<file path="src/hdl/buck_consts.svh">
`ifndef BUCK_CONSTS_SVH
`define BUCK_CONSTS_SVH

// ============================================================
// clock and switching rate
`define CLK_HZ          32'h0bebc200
`define SWITCH_HZ       32'h00055730
`define NS_PER_S        32'h3b9aca00
`define CLK_PERIOD_NS   (`NS_PER_S / `CLK_HZ)
`define CYCLE_CLKS      (`CLK_HZ / `SWITCH_HZ)
`define OSC_W           10

// ============================================================
// non-overlap gap between the two switches
`define DEAD_NS         32'h0000000a
`define DEAD_CLKS       ((`DEAD_NS + `CLK_PERIOD_NS - 32'h1) / `CLK_PERIOD_NS)
`define DEAD_W          3

// ============================================================
// soft-start ramp and regulation reference, 1 mV per code
`define SS_TIME_MS      32'h00000005
`define CLK_PER_MS      (`CLK_HZ / 32'h000003e8)
`define SS_CLKS_DEF     (`SS_TIME_MS * `CLK_PER_MS)
`define CODE_W          10
`define REF_CODE        10'h254
`define RAMP_MAX        10'h3ff

// ============================================================
// protection counts in switching cycles
`define WAIT_W          16
`define OC_CNT_W        10
`define OC_WAIT_CYC     10'h200
`define OC_RESTART_CYC  16'h4000
`define TH_HICCUP_CYC   16'h8000
`define WAIT_LAST       16'hffff

`endif

</file>
<file path="src/hdl/buck_pkg.sv">
package buck_pkg;

    // ========================================================
    // sequencer states
    typedef enum logic [2:0] {
        ST_OFF,
        ST_PREBIAS,
        ST_RUN,
        ST_OC_HICCUP,
        ST_THERMAL
    } seq_state_t;

    // ========================================================
    // power stage phase
    typedef enum logic [1:0] {
        PH_OFF,
        PH_HS,
        PH_LS
    } phase_t;

endpackage : buck_pkg

</file>
<file path="src/hdl/cycle_counter.sv">
module cycle_counter #(
    parameter int unsigned      WIDTH = 10,
    parameter logic [WIDTH-1:0] LAST  = '1
) (
    // clock and reset
    input  wire logic             mclk_in,
    input  wire logic             sys_rst_in,
    // control
    input  wire logic             clr_in,
    input  wire logic             inc_in,
    // status
    output logic [WIDTH-1:0]      count_out,
    output logic                  wrap_out
);

    typedef struct packed {
        logic [WIDTH-1:0] count;
    } cnt_state_t;

    cnt_state_t q;
    cnt_state_t n;

    // ========================================================
    // next count
    always_comb begin
        n = q;
        if (clr_in) begin
            n.count = '0;
        end else if (inc_in) begin
            if (q.count == LAST) begin
                n.count = '0;
            end else begin
                n.count = q.count + 1'b1;
            end
        end
    end

    // state register
    always_ff @(posedge mclk_in) begin
        if (sys_rst_in) begin
            q <= '0;
        end else begin
            q <= n;
        end
    end

    // outputs
    assign count_out = q.count;
    assign wrap_out  = inc_in && !clr_in && (q.count == LAST);

endmodule : cycle_counter

</file>
<file path="src/hdl/soft_start_ramp.sv">
`include "buck_consts.svh"

module soft_start_ramp #(
    parameter int unsigned SS_CLKS = `SS_CLKS_DEF
) (
    // clock and reset
    input  wire logic                 mclk_in,
    input  wire logic                 sys_rst_in,
    // control
    input  wire logic                 clear_in,
    input  wire logic                 run_in,
    // ramp level
    output logic [`CODE_W-1:0]        ramp_out
);

    // clocks per code step so the reference code is met at SS_CLKS
    localparam int unsigned STEP = SS_CLKS / `REF_CODE;

    typedef struct packed {
        logic [31:0]        div;
        logic [`CODE_W-1:0] ramp;
    } ramp_state_t;

    ramp_state_t q;
    ramp_state_t n;

    // ========================================================
    // ramp generator, saturates at full scale
    always_comb begin
        n = q;
        if (clear_in) begin
            n.div  = '0;
            n.ramp = '0;
        end else if (run_in && (q.ramp != `RAMP_MAX)) begin
            if (q.div >= STEP - 32'h1) begin
                n.div  = '0;
                n.ramp = q.ramp + 1'b1;
            end else begin
                n.div = q.div + 32'h1;
            end
        end
    end

    // state register
    always_ff @(posedge mclk_in) begin
        if (sys_rst_in) begin
            q <= '0;
        end else begin
            q <= n;
        end
    end

    assign ramp_out = q.ramp;

endmodule : soft_start_ramp

</file>
<file path="src/hdl/buck_switch_sequencer.sv">
`include "buck_consts.svh"

module buck_switch_sequencer #(
    parameter int unsigned SS_CLKS = `SS_CLKS_DEF
) (
    // clock and reset
    input  wire logic                 mclk_in,
    input  wire logic                 sys_rst_in,
    // supervisory comparators
    input  wire logic                 enable_in,
    input  wire logic                 supply_ok_in,
    input  wire logic                 boot_ok_in,
    input  wire logic                 thermal_hot_in,
    input  wire logic                 thermal_cool_in,
    // regulation comparators
    input  wire logic                 ss_above_feedback_sense_in,
    input  wire logic                 peak_trip_in,
    input  wire logic                 overshoot_high_in,
    input  wire logic                 overshoot_low_in,
    // low-side current comparators
    input  wire logic                 valley_over_in,
    input  wire logic                 sink_limit_in,
    // gate commands
    output logic                      hs_on_out,
    output logic                      ls_on_out,
    // regulation target
    output logic [`CODE_W-1:0]        ss_ramp_out,
    output logic [`CODE_W-1:0]        target_out,
    // status
    output logic                      cycle_start_out,
    output logic                      switching_out,
    output logic                      hiccup_out,
    output logic                      thermal_out,
    output logic                      overshoot_mask_out
);

    typedef struct packed {
        buck_pkg::seq_state_t state;
        buck_pkg::phase_t     cur;
        logic [`DEAD_W-1:0]   dead;
        logic                 hs_req;
        logic                 skip;
        logic                 sink_block;
        logic                 mask;
        logic [`OC_CNT_W-1:0] oc_cnt;
        logic [`CODE_W-1:0]   target;
        logic                 hs;
        logic                 ls;
    } seq_regs_t;

    seq_regs_t q;
    seq_regs_t n;

    logic                  cycle_tick;
    logic [`WAIT_W-1:0]    wait_cnt;
    logic                  wait_inc;
    logic                  wait_clr;
    logic                  oc_done;
    logic                  th_done;
    logic                  ramp_clear;
    logic                  ramp_run;
    buck_pkg::phase_t      want;

    // ========================================================
    // switching cycle time base
    cycle_counter #(
        .WIDTH (`OSC_W),
        .LAST  (`OSC_W'(`CYCLE_CLKS - 32'h1))
    ) u_osc (
        .mclk_in    (mclk_in),
        .sys_rst_in (sys_rst_in),
        .clr_in     (1'b0),
        .inc_in     (1'b1),
        .count_out  (),
        .wrap_out   (cycle_tick)
    );

    // ========================================================
    // hiccup and thermal wait counter, counts switching cycles
    assign wait_inc = cycle_tick
                   && ((q.state == buck_pkg::ST_OC_HICCUP)
                    || ((q.state == buck_pkg::ST_THERMAL)
                     && thermal_cool_in && !thermal_hot_in));
    assign wait_clr = ((q.state != buck_pkg::ST_OC_HICCUP)
                    && (q.state != buck_pkg::ST_THERMAL))
                   || thermal_hot_in;

    cycle_counter #(
        .WIDTH (`WAIT_W),
        .LAST  (`WAIT_LAST)
    ) u_wait (
        .mclk_in    (mclk_in),
        .sys_rst_in (sys_rst_in),
        .clr_in     (wait_clr),
        .inc_in     (wait_inc),
        .count_out  (wait_cnt),
        .wrap_out   ()
    );

    // wait completion flags
    assign oc_done = wait_inc
                  && (wait_cnt == `OC_RESTART_CYC - 1'b1);
    assign th_done = wait_inc
                  && (wait_cnt == `TH_HICCUP_CYC - 1'b1);

    // ========================================================
    // soft-start ramp, cleared whenever not starting or running
    assign ramp_clear = (q.state != buck_pkg::ST_PREBIAS)
                     && (q.state != buck_pkg::ST_RUN);
    assign ramp_run   = !ramp_clear;

    soft_start_ramp #(
        .SS_CLKS (SS_CLKS)
    ) u_ramp (
        .mclk_in    (mclk_in),
        .sys_rst_in (sys_rst_in),
        .clear_in   (ramp_clear),
        .run_in     (ramp_run),
        .ramp_out   (ss_ramp_out)
    );

    // ========================================================
    // sequencer, cycle decision and gate non-overlap
    always_comb begin
        n    = q;
        want = buck_pkg::PH_OFF;

        // regulation target: lower of ramp and reference
        if (ss_ramp_out < `REF_CODE) begin
            n.target = ss_ramp_out;
        end else begin
            n.target = `REF_CODE;
        end

        // overshoot mask with hysteresis, set wins
        if (overshoot_high_in) begin
            n.mask = 1'b1;
        end else if (overshoot_low_in) begin
            n.mask = 1'b0;
        end

        // state sequencing
        case (q.state)
            buck_pkg::ST_OFF: begin
                if (enable_in && supply_ok_in) begin
                    n.state = buck_pkg::ST_PREBIAS;
                end
            end
            buck_pkg::ST_PREBIAS: begin
                if (ss_above_feedback_sense_in) begin
                    n.state = buck_pkg::ST_RUN;
                end
            end
            buck_pkg::ST_RUN: begin
                if (cycle_tick && valley_over_in
                        && (q.oc_cnt == `OC_WAIT_CYC)) begin
                    n.state = buck_pkg::ST_OC_HICCUP;
                end
            end
            buck_pkg::ST_OC_HICCUP: begin
                if (oc_done) begin
                    n.state = buck_pkg::ST_PREBIAS;
                end
            end
            buck_pkg::ST_THERMAL: begin
                if (th_done) begin
                    n.state = buck_pkg::ST_PREBIAS;
                end
            end
            default: begin
                n.state = buck_pkg::ST_OFF;
            end
        endcase

        // overtemperature overrides any active state
        if (thermal_hot_in && (q.state != buck_pkg::ST_OFF)) begin
            n.state = buck_pkg::ST_THERMAL;
        end
        // disable and lockout override everything
        if (!enable_in || !supply_ok_in) begin
            n.state = buck_pkg::ST_OFF;
        end

        // consecutive overload cycle count, sampled at cycle end
        if (n.state != buck_pkg::ST_RUN) begin
            n.oc_cnt = '0;
        end else if (cycle_tick) begin
            if (valley_over_in) begin
                n.oc_cnt = q.oc_cnt + 1'b1;
            end else begin
                n.oc_cnt = '0;
            end
        end

        // per-cycle decision; in run a cycle that starts with valley over limit skips its high-side pulse
        if (n.state != buck_pkg::ST_RUN) begin
            n.hs_req     = 1'b0;
            n.skip       = 1'b0;
            n.sink_block = 1'b0;
        end else begin
            if (cycle_tick || (q.state != buck_pkg::ST_RUN)) begin
                n.skip       = valley_over_in;
                n.hs_req     = !valley_over_in;
                n.sink_block = 1'b0;
            end
            // no forced off time: hs_req holds across cycles
            if (peak_trip_in) begin
                n.hs_req = 1'b0;
            end
            if (!boot_ok_in) begin
                n.hs_req = 1'b0;
            end
            if (n.mask) begin
                n.hs_req = 1'b0;
            end
            if (sink_limit_in && (q.cur == buck_pkg::PH_LS)) begin
                n.sink_block = 1'b1;
            end
            if (n.sink_block) begin
                want = buck_pkg::PH_OFF;
            end else if (n.hs_req) begin
                want = buck_pkg::PH_HS;
            end else begin
                want = buck_pkg::PH_LS;
            end
        end

        // break before make with a timed gap
        if (q.cur != buck_pkg::PH_OFF) begin
            if (want != q.cur) begin
                n.cur  = buck_pkg::PH_OFF;
                n.dead = `DEAD_W'(`DEAD_CLKS);
            end
        end else if (q.dead != '0) begin
            n.dead = q.dead - 1'b1;
        end else begin
            n.cur = want;
        end
        n.hs = (n.cur == buck_pkg::PH_HS);
        n.ls = (n.cur == buck_pkg::PH_LS);
    end

    // state register
    always_ff @(posedge mclk_in) begin
        if (sys_rst_in) begin
            q <= '0;
        end else begin
            q <= n;
        end
    end

    // ========================================================
    // outputs
    assign hs_on_out          = q.hs;
    assign ls_on_out          = q.ls;
    assign target_out         = q.target;
    assign cycle_start_out    = cycle_tick;
    assign switching_out      = (q.state == buck_pkg::ST_RUN);
    assign hiccup_out         = (q.state == buck_pkg::ST_OC_HICCUP);
    assign thermal_out        = (q.state == buck_pkg::ST_THERMAL);
    assign overshoot_mask_out = q.mask;
endmodule : buck_switch_sequencer

</file>
<file path="config.mk">
export PLATFORM = sky130hd
export DESIGN_NAME = buck_switch_sequencer
export DESIGN_NICKNAME = d
export VERILOG_FILES = /design/src/hdl/buck_pkg.sv /design/src/hdl/cycle_counter.sv /design/src/hdl/soft_start_ramp.sv /design/src/hdl/buck_switch_sequencer.sv
export VERILOG_INCLUDE_DIRS = /design/src /design/src/hdl
export SDC_FILE = /design/constraint.sdc
export NUM_CORES = 1
export LEC_CHECK = 0
export BUFFER_PORTS_ARGS = -buffer_cell sky130_fd_sc_hd__clkbuf_2
export CAP_MARGIN = 20
export CELL_PAD_IN_SITES_DETAIL_PLACEMENT = 1
export CELL_PAD_IN_SITES_GLOBAL_PLACEMENT = 1
export CORE_UTILIZATION = 46
export CTS_CLUSTER_DIAMETER = 120
export DETAILED_ROUTE_END_ITERATION = 16
export GPL_TIMING_DRIVEN = 0
export PLACE_DENSITY = 0.85
export RECOVER_POWER = 100
export SLEW_MARGIN = 20
export SYNTH_ARGS = -nofsm -noshare
export SYNTH_HDL_FRONTEND = slang
export SYNTH_HIERARCHICAL = 1
export SYNTH_SLANG_ARGS = --single-unit
</file>
<file path="constraint.sdc">
create_clock -name mclk_in -period 3.3 [get_ports mclk_in]
set_clock_uncertainty 0.2 [all_clocks]
set_input_delay 0.66 -clock mclk_in [delete_from_list [all_inputs] [get_ports mclk_in]]
set_output_delay 0.66 -clock mclk_in [all_outputs]
set_load 0.01 [all_outputs]
</file>
After elaboration in Yosys (flattened, before gate mapping). Cells that the tools add are included.

Logic and storage cells: 107. Output and inout bits: 27. Input bits: 13. Register bits: 102.

Order comparisons: 2. Bitwise gates (word level): 1. Add/subtract/negate cells: 6. Reduce and logical (&&, ||, !) cells: 34. Equal/unequal tests: 20. Muxes and demuxes: 28.

Operators with widths (count): $add A32 B1 Y32 const B (1); $ge A32 B11 Y1 const B (1); $mux W32 (1); $add A10 B1 Y10 const B (3); $mux W3 (9); $eq A10 B10 Y1 const B (2); $mux W10 (2); $add A16 B1 Y16 const B (1); $eq A16 B14 Y1 const B (1); $eq A16 B15 Y1 const B (1); $eq A16 B16 Y1 const B (1); $mux W16 (1); $pmux W3 S5 (1); $logic_and A1 B1 Y1 (13); $lt A10 B10 Y1 const B (1); $mux W5 (2); $ne A10 B10 Y1 const B (1); $reduce_or A2 Y1 (5); $ne A3 B2 Y1 const B (3); $mux W1 (8); $mux W2 (4); $eq A3 B2 Y1 const B (2); $reduce_bool A3 Y1 (2); $logic_not A1 Y1 (5); other kinds (14) (20).

Depth between registers and ports, before layout.
Depth in word-level cells: 19. Depth in mapped cells: 12. Mapped depth without buffers: 9.

By module. Netlist, hierarchy kept.

Modules (own cells, without submodules): soft_start_ramp (cells an instance 228, area each 2055.7 µm², times used 1, seq. area each 840.8 µm²); buck_switch_sequencer (cells an instance 214, area each 1731.7 µm², times used 1, seq. area each 660.6 µm²); cycle_counter at u_wait (cells an instance 86, area each 779.5 µm², times used 1, seq. area each 320.3 µm²); cycle_counter at u_osc (cells an instance 53, area each 484.2 µm², times used 1, seq. area each 200.2 µm²).

Worst setup path after synthesis. No wires, ideal clock.

Kind: reg2reg. Start point: reg u_osc.q (netlist bit u_osc/count_out[0]). End point: reg q (netlist bit hs_on_out). Setup time: 0.092 ns. Data required time: 3.008 ns. Clock period less this slack: 3.364 ns. Data arrival time: 3.072 ns. Setup slack: -0.064 ns. Buffers on the path: 0. Cell stages (with the launch flop): 10. Path through: dfxtp_1 > inv_1 > ha_1 > or4b_4 > nor4_1 > nand4_1 > or3_4 > o41ai_4 > nand4b_2 > nor4_1.

Longest elaborated chain between the ends: 14. Elaborated cells between the ends (all ways): 29. Classes of those cells: 4 x eq/ne; 19 x mux; 6 x reduce/logical.

RTL lines: start, declared (line cycle_counter.sv:20) `cnt_state_t q;`; start signal, assigned (line cycle_counter.sv:43) `q <= n;`; $eq A10 B10 Y1 (*) (line cycle_counter.sv:49) `assign wrap_out = inc_in && !clr_in && (q.count == LAST);`; via cycle_start_out (line buck_switch_sequencer.sv:30) `output logic cycle_start_out,`; branches (longest 8 deep; another with $pmux W3 S5); $mux W2 (*) (line buck_switch_sequencer.sv:196) `if (n.state != buck_pkg::ST_RUN) begin`; $ne A2 B2 Y1 (line buck_switch_sequencer.sv:230) `if (want != q.cur) begin`; $mux W5 (line buck_switch_sequencer.sv:230); $mux W5 (*) (line buck_switch_sequencer.sv:229) `if (q.cur != buck_pkg::PH_OFF) begin`; $eq A2 B1 Y1 (*) (line buck_switch_sequencer.sv:239) `n.hs = (n.cur == buck_pkg::PH_HS);`; end signal, assigned (line buck_switch_sequencer.sv:248) `q <= n;`; end, declared (line buck_switch_sequencer.sv:51) `seq_regs_t q;`.

Mark *: on every way through the listed nets, which the timed path passes. The select of a mux whose other input is x is not followed. A chain may end at the register's enable or synchronous reset.

Worst setup path after layout.
Start point: reg u_osc.q (netlist bit u_osc/count_out[0]). End point: reg q (netlist bit hs_on_out).

Longest elaborated chain between the ends: 14. Elaborated cells between the ends (all ways): 29. Classes of those cells: 4 x eq/ne; 19 x mux; 6 x reduce/logical.

RTL lines (line): $eq A10 B10 Y1 (*) (cycle_counter.sv:49); branches (longest 8 deep; another with $pmux W3 S5); $mux W2 (*) (buck_switch_sequencer.sv:196); $ne A2 B2 Y1 (buck_switch_sequencer.sv:230); $mux W5 (buck_switch_sequencer.sv:230); $mux W5 (*) (buck_switch_sequencer.sv:229); $eq A2 B1 Y1 (*) (buck_switch_sequencer.sv:239).

Mark *: on every way between the ends. The select of a mux whose other input is x is not followed.

==> impl.org <==
** Floorplan
- Once the floorplan was initialized, standard cells occupied a little under 50% of the core.
- The floorplan has 37 rows.
- The core region is 0.0105 sq mm.
- Die extent in y :: ~110 um
- The floorplan step set the die width to between 100 and 150 um.
- Die outline area :: between 0.01 and 0.015 sq mm
- In this run the count of I/O pins placed on the die edge is 40.

** Worst setup path
- WP buf/inv :: 3
- Library cell contributing the largest single delay on the critical path :: or4b_4
- The critical path starts at u_osc/count_out[0].
- Source of the worst register-to-register timing path :: u_osc/count_out[0]
- In this run the worst path has a maximum fanout of 7.
- At the worst endpoint, the required time is ~3.4 ns.
- STA classifies the critical path endpoint as a flop.
- Launching element type of the critical path :: flop
- Top Family by Delay on Critical Path :: simple AND/OR/NAND/NOR gates
- Largest stage delay on the critical path :: 0.48 ns
- The critical path goes through inv_1, ha_1, or4b_4, nor4_4, buf_6, nand4_1, or3_4, o41ai_4, buf_4, nand4b_4, nor4_1.
- The worst setup path is of the flop to flop kind.
- Data arrival time at the worst-slack endpoint :: approximately 3.2 ns

** Finish
- Total inserted antenna cells :: 0
- Fraction of final layout cells sized beyond drive strength 1 :: ~16%
- Net count reported at finish :: between 600 and 700
- Compared with the post-synthesis result, the final layout area differs by 10.9%.

** Global route
- Largest net degree at the start of global routing :: 15
- Overflow left after global routing :: 0
- Initial antenna violation count :: 0
- Via count of the first global-routing pass :: between 4,000 and 5,000
- Wire length of the first global-routing pass :: ~21,000 um
- Global routing used about 23% of the available tracks across all layers.

** Status
- Run status :: completed

** Logic synthesis
- Counting every instance in the synthesized netlist gives just under 600.
- Yosys printed 6 warnings.
- Average instance area after synthesis :: 8.70 sq um
- Cell area after technology mapping :: just over 0.005 sq mm

** Routing
- Before antenna repair, the detailed router went through 5 iterations.
- Detailed router's first-iteration violation count :: between 150 and 200
- Via density :: roughly 5.7
- Overall via count from detail_route :: roughly 4,400
- Post-detailed-route count of antenna-violating nets :: 0
- After detailed routing, the number of remaining DRC violations is 0.
- The final layout contains routed wiring with a total length of 12,300 um.
- After detailed routing, the average wire length per cell comes to roughly 16 um.

** Pwr
- The share of total power dissipated in combinational logic is 8.4%.
- Sequential group share of total power :: approximately 58%
- IR analysis of the VDD net gives a maximum drop of roughly 0.29 mV.
- Fraction of power spent switching nets :: about 24%
- For this design the ratio of total power to cell area is 381 mW/mm^2.
- Clock share of power :: 33.3%
- PnR Total Power :: around 2100 uW
- Internal power comes to ~1600 uW.
- Switching component of the power :: around 520 uW
- Leak Pwr :: roughly 0.0019 uW

** Timing
- Final-report max-slew violation count :: 0
- Setup violations remaining at the end of the flow were counted as 0.
- The final-report hold violation count came to 0.
- Ratio of final minimum period to clock period :: between 90 and 100%
- Highest achievable clock rate :: around 320 MHz
- Final min period :: around 3.1 ns
- Hold timing on the final database bottoms out at a slack of between 0.2 and 0.3 ns.
- RSZ-0062 raised after global routing :: false
- Transition at the pin with the smallest max-transition slack :: around 1.3 ns
- Headroom to the max-slew limit :: a little over an eighth

** Clocking
- Clk_lat worst skew :: 0.38 ns
- TritonCTS created 9 clock buffers.
- The tree is rooted in a clkbuf_8.
- In this run the number of H-tree levels came out at 3.
- Clock-pin slew was measured on the worst setup and hold paths at roughly 0.090 ns.
- Maximum number of buffers from clock root to sink :: 2
- Clk sink count :: around 100
- TritonCTS clock tree :: built

** Flow run
- Maxcap violations :: 0

** Min path
- The tightest min-delay check is of the flop to flop type.
- Critical hold path startpoint :: q[23]

** Placement
- Global placer's final weighted congestion :: 0.801
- The HPWL after detailed placement is slightly above 9000 um.
- In this run the tool buffered the top-level ports with 38 buffer cells.
## final timing paths
path | endpoint | slack (ns) | depth (start not counted)
worst max-delay path | hs_on_out | 0.22 | 11
worst min-delay path | q[23] | 0.26 | 2
worst max register to register | hs_on_out | 0.22 | 11
worst min register to register | q[23] | 0.26 | 2
## registers in the layout, indices dropped and copies added, names as in the netlist
| name | flops |
|---|---|
| u_wait/count_out | 16 |
| hs_on_out | 1 |
| overshoot_mask_out | 1 |
| ls_on_out | 1 |
| target_out | 10 |
| u_ramp/ramp_out | 10 |
| u_ramp/q | 32 |
| u_osc/count_out | 10 |
| q | 20 |
## per-stage QoR
step	std cells	setup WS [ns]	area (sq um)	setup TNS, ns	util, %
6_report	774	0.221	5600	0	53.5
5_1_grt	774	0.0312	5600	0	53.5
4_1_cts	771	0.00719	5630	0	53.8
3_5_place_dp	755	-0.538	5420	-12.24	51.8
3_3_place_gp	755	-0.515	5420	-10.86	51.8
2_1_floorplan	581	0.170	5060	0	-
## layout by cell type (no fill, tap or decap), types with 5 or more instances in the layout
cell / count
nor4_1: 13
xnor2_1: 18
buf_6: 6
nor2_1: 86
xor2_1: 14
nor3_1: 23
nand2_1: 41
clkbuf_8: 11
dfxtp_1: 101
a31oi_1: 8
or4_1: 6
o21ai_0: 14
ha_1: 10
o31ai_1: 7
a21oi_1: 33
and2_1: 5
clkbuf_1: 33
buf_4: 16
o21a_1: 7
nand4_1: 17
inv_1: 23
clkbuf_2: 22
nand3_1: 21
or3_1: 6
and2_0: 5
## power by group through the flow
stage	Sequential (uW)	Combinational (uW)	Clock, uW
floorplan	1270	127	0
global placement	1270	158	0
detailed placement	1270	171	0
CTS	1240	175	740
global route	1250	203	791
finish	1240	179	710
## tightest hold or removal path, cell delays in order (launching register included)
cell and delay, ns:
dfxtp_1 0.32, nand2_1 0.05, a21oi_1 0.05
## metal layers
layer  share of wire, %  vias to the layer above  wire length, um  track usage [%]
met5                  0                        -                0                0
met4                1.2                        0              142             5.77
met3                3.2                       16              394             6.02
met2                 52                       62             6340             42.1
met1                 44                     2152             5410             26.5
li1                   -                     2150                -                -
## final cells by class
cell class                 count  area [sq um]
fill                        1290          4870
sequential                   101          2020
multi-input combinational    421          2720
buffer                        37           234
clock inverter                 2          10.0
timing repair buffer          42           203
clock buffer                  12           155
inverter                      23          86.3
tap                          136           170
## what timing repair did
item | CTS | global route
resized for setup | 5 | 12
hold buffers | 0 | 0
endpoints found under the setup margin | 34 | 26
buffers inserted | 2 | 2
pin swaps | 1 | 2
cloned | 0 | 1
(Power assumes the default switching activity.)
